<file path="config.mk">
export PLATFORM = sky130hd
export DESIGN_NAME = trig_cmp
export DESIGN_NICKNAME = d
export VERILOG_FILES = /design/src/rtl/range_match.v /design/src/rtl/trig_cmp.v
export VERILOG_INCLUDE_DIRS = /design/src /design/src/inc
export SDC_FILE = /design/constraint.sdc
export NUM_CORES = 2
export LEC_CHECK = 0
export BUFFER_PORTS_ARGS = -buffer_cell sky130_fd_sc_hd__buf_2
export CAP_MARGIN = 20
export CORE_ASPECT_RATIO = 1.25
export CORE_UTILIZATION = 67
export DETAILED_ROUTE_END_ITERATION = 10
export PLACE_DENSITY = 0.85
export SLEW_MARGIN = 40
export SYNTH_ARGS = -nofsm -noshare
export SYNTH_HDL_FRONTEND = slang
export SYNTH_SLANG_ARGS = --single-unit
</file>
<file path="constraint.sdc">
create_clock -name CORE_CLK -period 13.4 [get_ports CORE_CLK]
set_input_delay 2.01 -clock CORE_CLK [delete_from_list [all_inputs] [get_ports CORE_CLK]]
set_output_delay 2.01 -clock CORE_CLK [all_outputs]
set_load 0.02 [all_outputs]
</file>
<file path="src/inc/trig_defs.vh">
// Purpose: Offsets, field positions, reset values and counts for the trigger comparators
// Assumes: Word-indexed register port, 5-bit address
// Notes: Included by the trig_cmp module only, not by range_match
`ifndef TRIG_DEFS_VH
`define TRIG_DEFS_VH
`define OFS_ADDR1_VAL 5'h00
`define OFS_ADDR1_HI 5'h01
`define OFS_ADDR2_VAL 5'h02
`define OFS_ADDR2_HI 5'h03
`define OFS_DATA1_VAL 5'h04
`define OFS_DATA1_DC 5'h05
`define OFS_DATA2_VAL 5'h06
`define OFS_DATA2_DC 5'h07
`define OFS_STAT1_VAL 5'h08
`define OFS_STAT1_DC 5'h09
`define OFS_STAT2_VAL 5'h0a
`define OFS_STAT2_DC 5'h0b
`define OFS_PROBE_VAL 5'h0c
`define OFS_PROBE_DC 5'h0d
`define OFS_COUNT_LIM 5'h0e
`define OFS_ADDR_MODE 5'h0f
`define OFS_TERM_BASE 5'h10
`define OFS_CONTROL 5'h14
`define OFS_STATUS 5'h15
`define NUM_TERMS 4
`define NUM_CMP 8
`define CTL_RUN 0
`define CTL_TCE 1
`define CTL_WIDE 2
`define CTL_MODE_LO 3
`define CTL_MODE_HI 4
`define AM_RANGE 0
`define AM_OUTER 1
`define CMP_ADDR1 0
`define CMP_ADDR2 1
`define CMP_DATA1 2
`define CMP_DATA2 3
`define CMP_STAT1 4
`define CMP_STAT2 5
`define CMP_PROBE 6
`define CMP_COUNT 7
`define TERM_EN 16
`define TERM_ACT_HALT 17
`define TERM_ACT_COUNT 18
`define RST_WORD 32'h00000000
`define RST_MODE 2'h0
`endif

</file>
<file path="src/rtl/range_match.v">
// Purpose: One address comparator, discrete value or range
// Assumes: Operands already selected for the current trace mode
// Notes: Purely combinational
module range_match (
	input wire [31:0] ADDR,
	input wire [31:0] LO,
	input wire [31:0] HI,
	input wire RANGE_EN,
	input wire OUTER,
	output wire HIT
);
	wire in_open;
	wire in_closed;
	// Inner range excludes endpoints, outer includes them
	assign in_open = (ADDR > LO) && (ADDR < HI);
	assign in_closed = (ADDR >= LO) && (ADDR <= HI);
	assign HIT = !RANGE_EN ? (ADDR == LO) : (OUTER ? in_closed : in_open);
endmodule // range_match

</file>
<file path="src/rtl/trig_cmp.v">
// Purpose: Bus event trigger comparators with sum-of-products conditions
// Assumes: BUS_END pulses once at the trailing edge of each target bus cycle
// Notes: Shadow registers are copied into the active set on run start or on enable rise while running
`include "trig_defs.vh"

module trig_cmp (
	input wire CORE_CLK,
	input wire RST_N,
	input wire [4:0] REG_ADDR,
	input wire [31:0] REG_WDATA,
	input wire REG_WR,
	input wire REG_RD,
	output reg [31:0] REG_RDATA,
	input wire BUS_END,
	input wire [31:0] BUS_ADDR,
	input wire [31:0] BUS_DATA,
	input wire [15:0] BUS_STATUS,
	input wire [15:0] PROBE_IN,
	output wire HALT_ACTION,
	output reg COUNT_ACTION,
	output reg NULL_CLAUSE,
	output wire MONITOR_ON
);
	// Shadow (software) and active (hardware) sets
	reg [31:0] shadow_r [0:19];
	reg [31:0] active_r [0:19];
	reg [31:0] ctl_r;
	reg [15:0] probe_lat_r;
	reg [15:0] count_r;
	reg tce_d_r;
	reg run_d_r;
	reg halt_seen_r;
	reg [3:0] term_hit_r;
	reg [`NUM_CMP-1:0] cmp_hit;
	reg [3:0] term_hit;
	reg [3:0] null_t;
	reg [`NUM_TERMS-1:0] halt_hit;
	reg [`NUM_TERMS-1:0] cnt_hit;
	wire run;
	wire trace_capture_enable;
	wire wide;
	wire [1:0] mode;
	wire load;
	wire a1_hit;
	wire a2_hit;
	wire [31:0] a1_lo;
	wire [31:0] a2_lo;
	wire [31:0] a1_hi;
	wire [31:0] a2_hi;
	wire [31:0] addr_sel;
	wire [15:0] data_sel;
	wire [15:0] stat_sel;
	integer i;
	integer t;

	assign run = ctl_r[`CTL_RUN];
	assign trace_capture_enable = ctl_r[`CTL_TCE];
	assign wide = ctl_r[`CTL_WIDE];
	assign mode = ctl_r[`CTL_MODE_HI:`CTL_MODE_LO];
	assign MONITOR_ON = run && trace_capture_enable;
	// Reload on run start and on enable rise while running
	assign load = (run && !run_d_r) || (run && trace_capture_enable && !tce_d_r);

	// Masked compare; mask bit set means ignore
	function match16;
		input [15:0] obs;
		input [15:0] val;
		input [15:0] dc;
		begin
			match16 = ((obs ^ val) & ~dc) == 16'h0000;
		end
	endfunction

	// Trace mode routes bus lanes into the comparators
	assign addr_sel = wide ? BUS_ADDR : {8'h00, BUS_ADDR[23:0]};
	assign data_sel = (mode == 2'h1 || wide) ? BUS_DATA[31:16] : BUS_DATA[15:0];
	assign stat_sel = (mode == 2'h3) ? {8'h00, BUS_STATUS[7:0]} : BUS_STATUS;
	assign a1_lo = wide ? active_r[`OFS_ADDR1_VAL] : {8'h00, active_r[`OFS_ADDR1_VAL][23:0]};
	assign a2_lo = wide ? active_r[`OFS_ADDR2_VAL] : {8'h00, active_r[`OFS_ADDR2_VAL][23:0]};
	assign a1_hi = wide ? active_r[`OFS_ADDR1_HI] : {8'h00, active_r[`OFS_ADDR1_HI][23:0]};
	assign a2_hi = wide ? active_r[`OFS_ADDR2_HI] : {8'h00, active_r[`OFS_ADDR2_HI][23:0]};

	range_match u_addr1 (
		.ADDR(addr_sel),
		.LO(a1_lo),
		.HI(a1_hi),
		.RANGE_EN(active_r[`OFS_ADDR_MODE][`AM_RANGE]),
		.OUTER(active_r[`OFS_ADDR_MODE][`AM_OUTER]),
		.HIT(a1_hit)
	);

	range_match u_addr2 (
		.ADDR(addr_sel),
		.LO(a2_lo),
		.HI(a2_hi),
		.RANGE_EN(active_r[`OFS_ADDR_MODE][`AM_RANGE+2]),
		.OUTER(active_r[`OFS_ADDR_MODE][`AM_OUTER+2]),
		.HIT(a2_hit)
	);

	// Comparator hits for the current bus cycle
	always @* begin
		cmp_hit[`CMP_ADDR1] = a1_hit;
		cmp_hit[`CMP_ADDR2] = a2_hit;
		cmp_hit[`CMP_DATA1] = match16(data_sel, active_r[`OFS_DATA1_VAL][15:0],
			active_r[`OFS_DATA1_DC][15:0]);
		cmp_hit[`CMP_DATA2] = match16(data_sel, active_r[`OFS_DATA2_VAL][15:0],
			active_r[`OFS_DATA2_DC][15:0]);
		cmp_hit[`CMP_STAT1] = match16(stat_sel, active_r[`OFS_STAT1_VAL][15:0],
			active_r[`OFS_STAT1_DC][15:0]);
		cmp_hit[`CMP_STAT2] = match16(stat_sel, active_r[`OFS_STAT2_VAL][15:0],
			active_r[`OFS_STAT2_DC][15:0]);
		// Probe holds the low half of a wide data word
		cmp_hit[`CMP_PROBE] = wide ?
			match16(BUS_DATA[15:0], active_r[`OFS_PROBE_VAL][15:0],
			active_r[`OFS_PROBE_DC][15:0]) :
			match16(probe_lat_r, active_r[`OFS_PROBE_VAL][15:0],
			active_r[`OFS_PROBE_DC][15:0]);
		cmp_hit[`CMP_COUNT] = (count_r == 16'h0000);
	end

	// Flat product terms: must-match bits [7:0], must-differ bits [15:8]
	always @* begin
		for (t = 0; t < `NUM_TERMS; t = t + 1) begin
			null_t[t] = active_r[`OFS_TERM_BASE+t][`TERM_EN] &&
				((active_r[`OFS_TERM_BASE+t][7:0] & active_r[`OFS_TERM_BASE+t][15:8])
				!= 8'h00);
			term_hit[t] = active_r[`OFS_TERM_BASE+t][`TERM_EN] && !null_t[t] &&
				((cmp_hit | ~active_r[`OFS_TERM_BASE+t][7:0]) == 8'hff) &&
				((~cmp_hit | ~active_r[`OFS_TERM_BASE+t][15:8]) == 8'hff);
			halt_hit[t] = term_hit[t] && active_r[`OFS_TERM_BASE+t][`TERM_ACT_HALT];
			cnt_hit[t] = term_hit[t] && active_r[`OFS_TERM_BASE+t][`TERM_ACT_COUNT];
		end
	end

	// Terms OR independently onto each action, halt in the bus cycle itself, count one cycle later
	assign HALT_ACTION = MONITOR_ON && BUS_END && (|halt_hit);

	// Register writes and the active copy
	always @(posedge CORE_CLK or negedge RST_N) begin
		if (!RST_N) begin
			for (i = 0; i < 20; i = i + 1) begin
				shadow_r[i] <= `RST_WORD;
			end
			for (i = 0; i < 20; i = i + 1) begin
				active_r[i] <= `RST_WORD;
			end
			ctl_r <= `RST_WORD;
			run_d_r <= 1'b0;
			tce_d_r <= 1'b0;
		end else begin
			run_d_r <= run;
			tce_d_r <= trace_capture_enable;
			if (REG_WR && REG_ADDR == `OFS_CONTROL) begin
				ctl_r <= {27'h0000000, REG_WDATA[4:0]};
			end
			if (REG_WR && REG_ADDR < `OFS_CONTROL) begin
				shadow_r[REG_ADDR] <= REG_WDATA;
			end
			if (load) begin
				for (i = 0; i < 20; i = i + 1) begin
					active_r[i] <= shadow_r[i];
				end
			end
		end
	end

	// Probe latch, counter and flags
	always @(posedge CORE_CLK or negedge RST_N) begin
		if (!RST_N) begin
			probe_lat_r <= 16'h0000;
			count_r <= 16'h0000;
			COUNT_ACTION <= 1'b0;
			NULL_CLAUSE <= 1'b0;
			halt_seen_r <= 1'b0;
			term_hit_r <= 4'h0;
		end else begin
			COUNT_ACTION <= 1'b0;
			if (BUS_END) begin
				probe_lat_r <= PROBE_IN;
			end
			if (load) begin
				count_r <= shadow_r[`OFS_COUNT_LIM][15:0];
				NULL_CLAUSE <= 1'b0;
				halt_seen_r <= 1'b0;
			end else if (MONITOR_ON && BUS_END) begin
				term_hit_r <= term_hit;
				if (|cnt_hit) begin
					COUNT_ACTION <= 1'b1;
					if (count_r != 16'h0000) begin
						count_r <= count_r - 16'h0001;
					end
				end
				if (|halt_hit) begin
					halt_seen_r <= 1'b1;
				end
			end
			if (MONITOR_ON && |null_t) begin
				NULL_CLAUSE <= 1'b1;
			end
		end
	end

	// Read port, data in the following cycle
	always @(posedge CORE_CLK or negedge RST_N) begin
		if (!RST_N) begin
			REG_RDATA <= 32'h00000000;
		end else if (REG_RD) begin
			if (REG_ADDR < `OFS_CONTROL) begin
				REG_RDATA <= shadow_r[REG_ADDR];
			end else if (REG_ADDR == `OFS_CONTROL) begin
				REG_RDATA <= ctl_r;
			end else if (REG_ADDR == `OFS_STATUS) begin
				REG_RDATA <= {24'h000000, term_hit_r, halt_seen_r, NULL_CLAUSE,
					MONITOR_ON, cmp_hit[`CMP_COUNT]};
			end else begin
				REG_RDATA <= 32'h00000000;
			end
		end
	end
endmodule // trig_cmp

</file>
# Word level (Yosys, flattened, before mapping)
# Cells that the tools add are included.
# classes
eq_ne	14
n_lt_le_gt_ge	11
n_bitwise	40
n_mux	33
reduce_logical	68
n_addsub	1
# op_table
cell	n
bitwise mux 640 bit	1
2-to-1 mux 32 bit	9
binary-select mux 32 bit (select 5 bit)	1
demux 32 bit (select 5 bit)	1
logical NOT 16 bit	7
AND 16 bit	6
2-to-1 mux 16 bit	6
XOR 16 bit	6
NOT 16 bit	5
NOT 8 bit	9
== test 32 bit	2
== test 8 bit, second input constant	8
>= comparator 32 bit	2
> comparator 32 bit	2
<= comparator 32 bit	2
less-than comparator 32 bit	2
bitwise OR 8 bit	8
logical AND 1 bit	37
AND 8 bit	4
nonzero test 8 bit	4
2-to-1 mux 8 bit	2
nonzero test 16 bit	1
subtractor 16 x 1 -> 16 bit, second input constant	1
2-to-1 mux 1 bit	13
other kinds (14)	28
# word_totals
regBits	1086
inputBits	138
elab_cells	216
out_inout_bits	36

# Logic depth before layout (Yosys ltp)
# logic_depth
ltp_word	15
ltp_mapped	18
ltp_nobuf	14

# Hierarchy
# From an unflattened synthesis, not the netlist that was laid out.
# hier_totals
cells_unflattened	4518
area_unflattened_um2	52034.9
# by_module_without_submodules
mod	seq_area_each_um2	cells_per_inst	n_inst	area_each_um2
trig_cmp	27176.1	4048	1	48704.2
range_match	0.0	235	2	1665.3

# Worst setup path after synthesis
# OpenSTA, ideal clock, no wires.
# synth_path
path_type	input to output
start	input port BUS_ADDR[26]
end	output port HALT_ACTION
setup_slack_ps	6340
n_path_buf	0
arrival_time_ps	5050
stages	13
cell_sequence	and2_1 > ha_1 > nand4_1 > or4_1 > or4_1 > mux2_2 > o21ai_1 > a21oi_2 > nand2b_1 > o311ai_0 > nor3_1 > a22o_1 > o21a_1
# synth_between
elab_chain_len	12
elab_cells_between_ends	50
cone_classes	order compare (8); eq/ne (10); mux (5); bitwise (9); reduce/logical (18)
# synth_rtl
element	line	source
start, declared	trig_cmp.v:15	input wire [31:0] BUS_ADDR,
2-to-1 mux 32 bit (*)	trig_cmp.v:75	assign addr_sel = wide ? BUS_ADDR : {8'h00, BUS_ADDR[23:0]};
> comparator 32 bit, or another cell as far along	range_match.v:15	assign in_open = (ADDR > LO) && (ADDR < HI);
logical AND 1 bit (on tied branches)	range_match.v:15, range_match.v:16	
2-to-1 mux 1 bit (2 in a row)	range_match.v:17	assign HIT = !RANGE_EN ? (ADDR == LO) : (OUTER ? in_closed : in_open);
bitwise OR 8 bit / NOT 8 bit (equally long branches)	trig_cmp.v:129, trig_cmp.v:130	
== test 8 bit / bitwise OR 8 bit (equally long branches)	trig_cmp.v:129, trig_cmp.v:130	
logical AND 1 bit / == test 8 bit (equally long branches)	trig_cmp.v:128, trig_cmp.v:130	
logical AND 1 bit	trig_cmp.v:128	term_hit[t] = active_r[`OFS_TERM_BASE+t][`TERM_EN] && !null_t[t] &&
logical AND 1 bit	trig_cmp.v:131	halt_hit[t] = term_hit[t] && active_r[`OFS_TERM_BASE+t][`TERM_ACT_HALT];
OR reduction 4 bit (*)	trig_cmp.v:137	assign HALT_ACTION = MONITOR_ON && BUS_END && (|halt_hit);
logical AND 1 bit (*)	trig_cmp.v:137	
end, declared	trig_cmp.v:19	output wire HALT_ACTION,
# Every way passes the cells marked *; elsewhere a longest branch is shown, timed or not.

# Worst setup path in the final report
# layout_path
start	input port BUS_ADDR[31]
end	output port HALT_ACTION
# Same word-level chain as after synthesis.

==> out/metrics.yaml <==
status:
  status: "complete, no violations"
floorplanning:
  die_w_um: 251
  num_rows: 113
  io_pins: 174
  chipHeight_um: 313
  core_area_sq_mm: 0.0763
  die-area_sq_mm: 0.0785
  start_util: 0.679
placed_design:
  io_buffers: 173
  dp_slack_ps: 5370
  gp_congestion: 0.940
  hpwl_mm: 99.8
finish:
  final_nets: 4706
  syn2layout_area_growth_pct: 10.2
  drive_gt1_frac: 0.287
  nFillCells: 4790
synthesis:
  syn_area_sq_mm: 0.0518
  synth_area_leaders: "dfrtp_1 (52%), mux2_2 (15%), mux4_2 (8.0%)"
  yosysUniqueCellTypes: 85
  synth_edf_count: 0
  ys_seq_area_frac: 0.524
  synth_most_common_cell: "dfrtp_1"
  synth-main-ff-cell: "dfrtp_1"
  syn_inst: 4396
  synth_xor_area_frac: 0.0166
  synthTopCellsByCount: "dfrtp_1 (1086), nand2_1 (998), mux2_2 (670), clkbuf_1 (208), mux4_2 (184)"
  synthMuxAreaShare: 0.235
  synth_top_family_by_area: "multiplexers"
  synth_compound_area_frac: 0.0541
  synthAdderAreaFrac: 0.0306
  ys_ff_latch: 1086
  yosysWarnings: 0
  synth_top_area_frac: 0.524
  synthArstFlopShare: 1.00
  avgSynthCellArea_sq_um: 11.8
  yosys.area_share.simple: 0.109
  synth_nets: 4661
  netlist.top_cell.by_area: "dfrtp_1"
clock_network:
  numCtsBuffers: 101
  cts_tree: "yes"
  post_cts_buffers: 0
  clock_latency_ps: 690
  cts_root_buffer: "clkbuf_16"
  ctsHoldBuffers: 0
  cts_max_level: 3
  cts.sinks: 1086
  cts_max_path_buffers: 3
  clk_pin_slew_ps: 70
  cts-resized-gates: 0
power_and_ir_drop:
  pwr-share-clk: 0.278
  irDropWorstVdd_uv: 126
  seqPwrFrac: 0.461
  p_sw_mw: 3.61
  swShare: 0.336
  leakage_nw: 26.8
  p_int_mw: 7.15
  comb_power_share: 0.261
  power_density_mw_per_mm2: 188
sta:
  worst_pin_slew_ps: 1000
  fmax_mhz: 124
  slew_violations: 0
  fin_tns_setup_ps: 0
  setup_viol: 0
  hold_violations: 0
  rsz0062_at_grt: "no"
  slew_headroom: 0.331
  finalCritPeriodShare: 0.602
  fin_skew_ps: 35.2
  whs_ps: 425
  fin_crit_ps: 8060
  layout_setup_ws_ps: 5340
routing:
  vias: 36600
  drt-total-wl_mm: 153
  vias_per_cell: 6.65
  dr.pass1.iters: 5
  initialDrtViolationCount: 3658
  wl_per_cell_um: 27.8
  ant_nets: 0
  drc: 0
global_routing:
  grt_pass1_vias: 37600
  gr-total-overflow: 0
  grt_pass1_wl_mm: 230
  grt_use_total: 0.397
  antenna_found_initial: 4
  grt_max_degree: 185
worst_setup_path:
  criticalPathCategory: "primary input to output pin"
  required_ps: 11390
  crit_family: "simple AND/OR/NAND/NOR gates"
  worstSetupEndpointType: "output pin"
  critical_path.max_stage_delay_ps: 640
  cp.buffers_inverters: 2
  rrSetupSlack_ps: 7480
  crit_path_cell_trace: "buf_2, and2_1, ha_1, nand4_1, nor4_1, nand3_1, mux2i_1, a2111oi_0, and3b_1, nor4bb_1, nand4_2, o2bb2ai_1, o21a_1, buf_2"
  slowest_stage: "nor4_1"
  crit_top_cell: "buf_2"
  path_max_fanout: 5
  cp-start-kind: "primary input"
  arrival_ps: 6050
run:
  drv_cap: 0
worst_hold_path:
  hp-class: "register to register"
-- sequential cells by signal (all words and copies together) (netlist names) --
| register | flops |
|---|---|
| shadow_r | 640 |
| active_r | 368 |
| REG_RDATA | 32 |
| count_r | 16 |
| match16.obs | 16 |
| ctl_r | 5 |
| term_hit_r | 4 |
| COUNT_ACTION | 1 |
| NULL_CLAUSE | 1 |
| halt_seen_r | 1 |
| run_d_r | 1 |
| tce_d_r | 1 |
-- layout make-up --
type                       instances  area (sq um)  area share
antenna                            5          12.5    0.000219
clock buffer                     155          3080      0.0539
clock inverter                    32           389     0.00681
inverter                         134           503     0.00880
multi-input combinational       2889         23200       0.406
sequential                      1086         27200       0.476
tap                              977          1220      0.0214
timing repair buffer             229          1570      0.0274
-- worst paths after layout --
check	cells after the start	from	endpoint
max in group asynchronous	4	RST_N	active_r[108]
worst max register to register	15	ctl_r[2]	count_r[11]
worst max-delay path	14	BUS_ADDR[31]	HALT_ACTION
worst min-delay path	0	ctl_r[1]	tce_d_r
min in group asynchronous	1	RST_N	shadow_r[485]
worst min register to register	0	ctl_r[1]	tce_d_r
-- power groups by stage --
stage               Combinational (mW)  Sequential (mW)  Clock [mW]
floorplan                         1.94             4.69           0
global placement                  2.61             4.91           0
detailed placement                2.73             4.96           0
CTS                               2.78             4.93        3.01
global route                      3.06             5.03        3.13
finish                            2.81             4.96        2.99
-- placed cells by master (no fill, tap or decap), drive strengths merged, types with 109 or more instances in the layout --
| master | netlist | routed |
|---|---|---|
| nor2 | 109 | 109 |
| o21ai | 147 | 147 |
| inv | 133 | 134 |
| clkbuf | 208 | 155 |
| mux2 | 676 | 676 |
| ha | 127 | 127 |
| nand2 | 999 | 999 |
| buf | 79 | 229 |
| mux4 | 184 | 184 |
| dfrtp | 1086 | 1086 |
-- through the flow --
stage                     total power, mW   util  cell area [sq um]  instances
after global routing                 11.2  0.748              57100       5502
final                                10.8  0.749              57100       5507
after CTS                            10.7  0.747              57000       5499
after global placement               7.52  0.699              53400       5305
after floorplan                      6.63      -              51800       4396
after detailed placement             7.69  0.702              53600       5312
-- routing by layer --
layer / track usage / vias to the layer above / routed length [um] / part of all wire
li1: - / 15500 / - / -
met1: 0.482 / 18700 / 55000 / 0.36
met2: 0.630 / 1911 / 73000 / 0.48
met3: 0.0799 / 539 / 12000 / 0.078
met4: 0.304 / 6 / 13000 / 0.085
met5: 0 / - / 41 / 0.00027
-- kinds of logic after synthesis --
kind of cell | after synthesis
and+or+nand+nor | 1337
DFF | 1086
muxes | 900
AOI/OAI and AO/OA | 427
buffers and inverters | 421
adders and majority gates | 127
xor gates and xnor gates | 98
No activity file was read; power rests on OpenSTA's default activity.
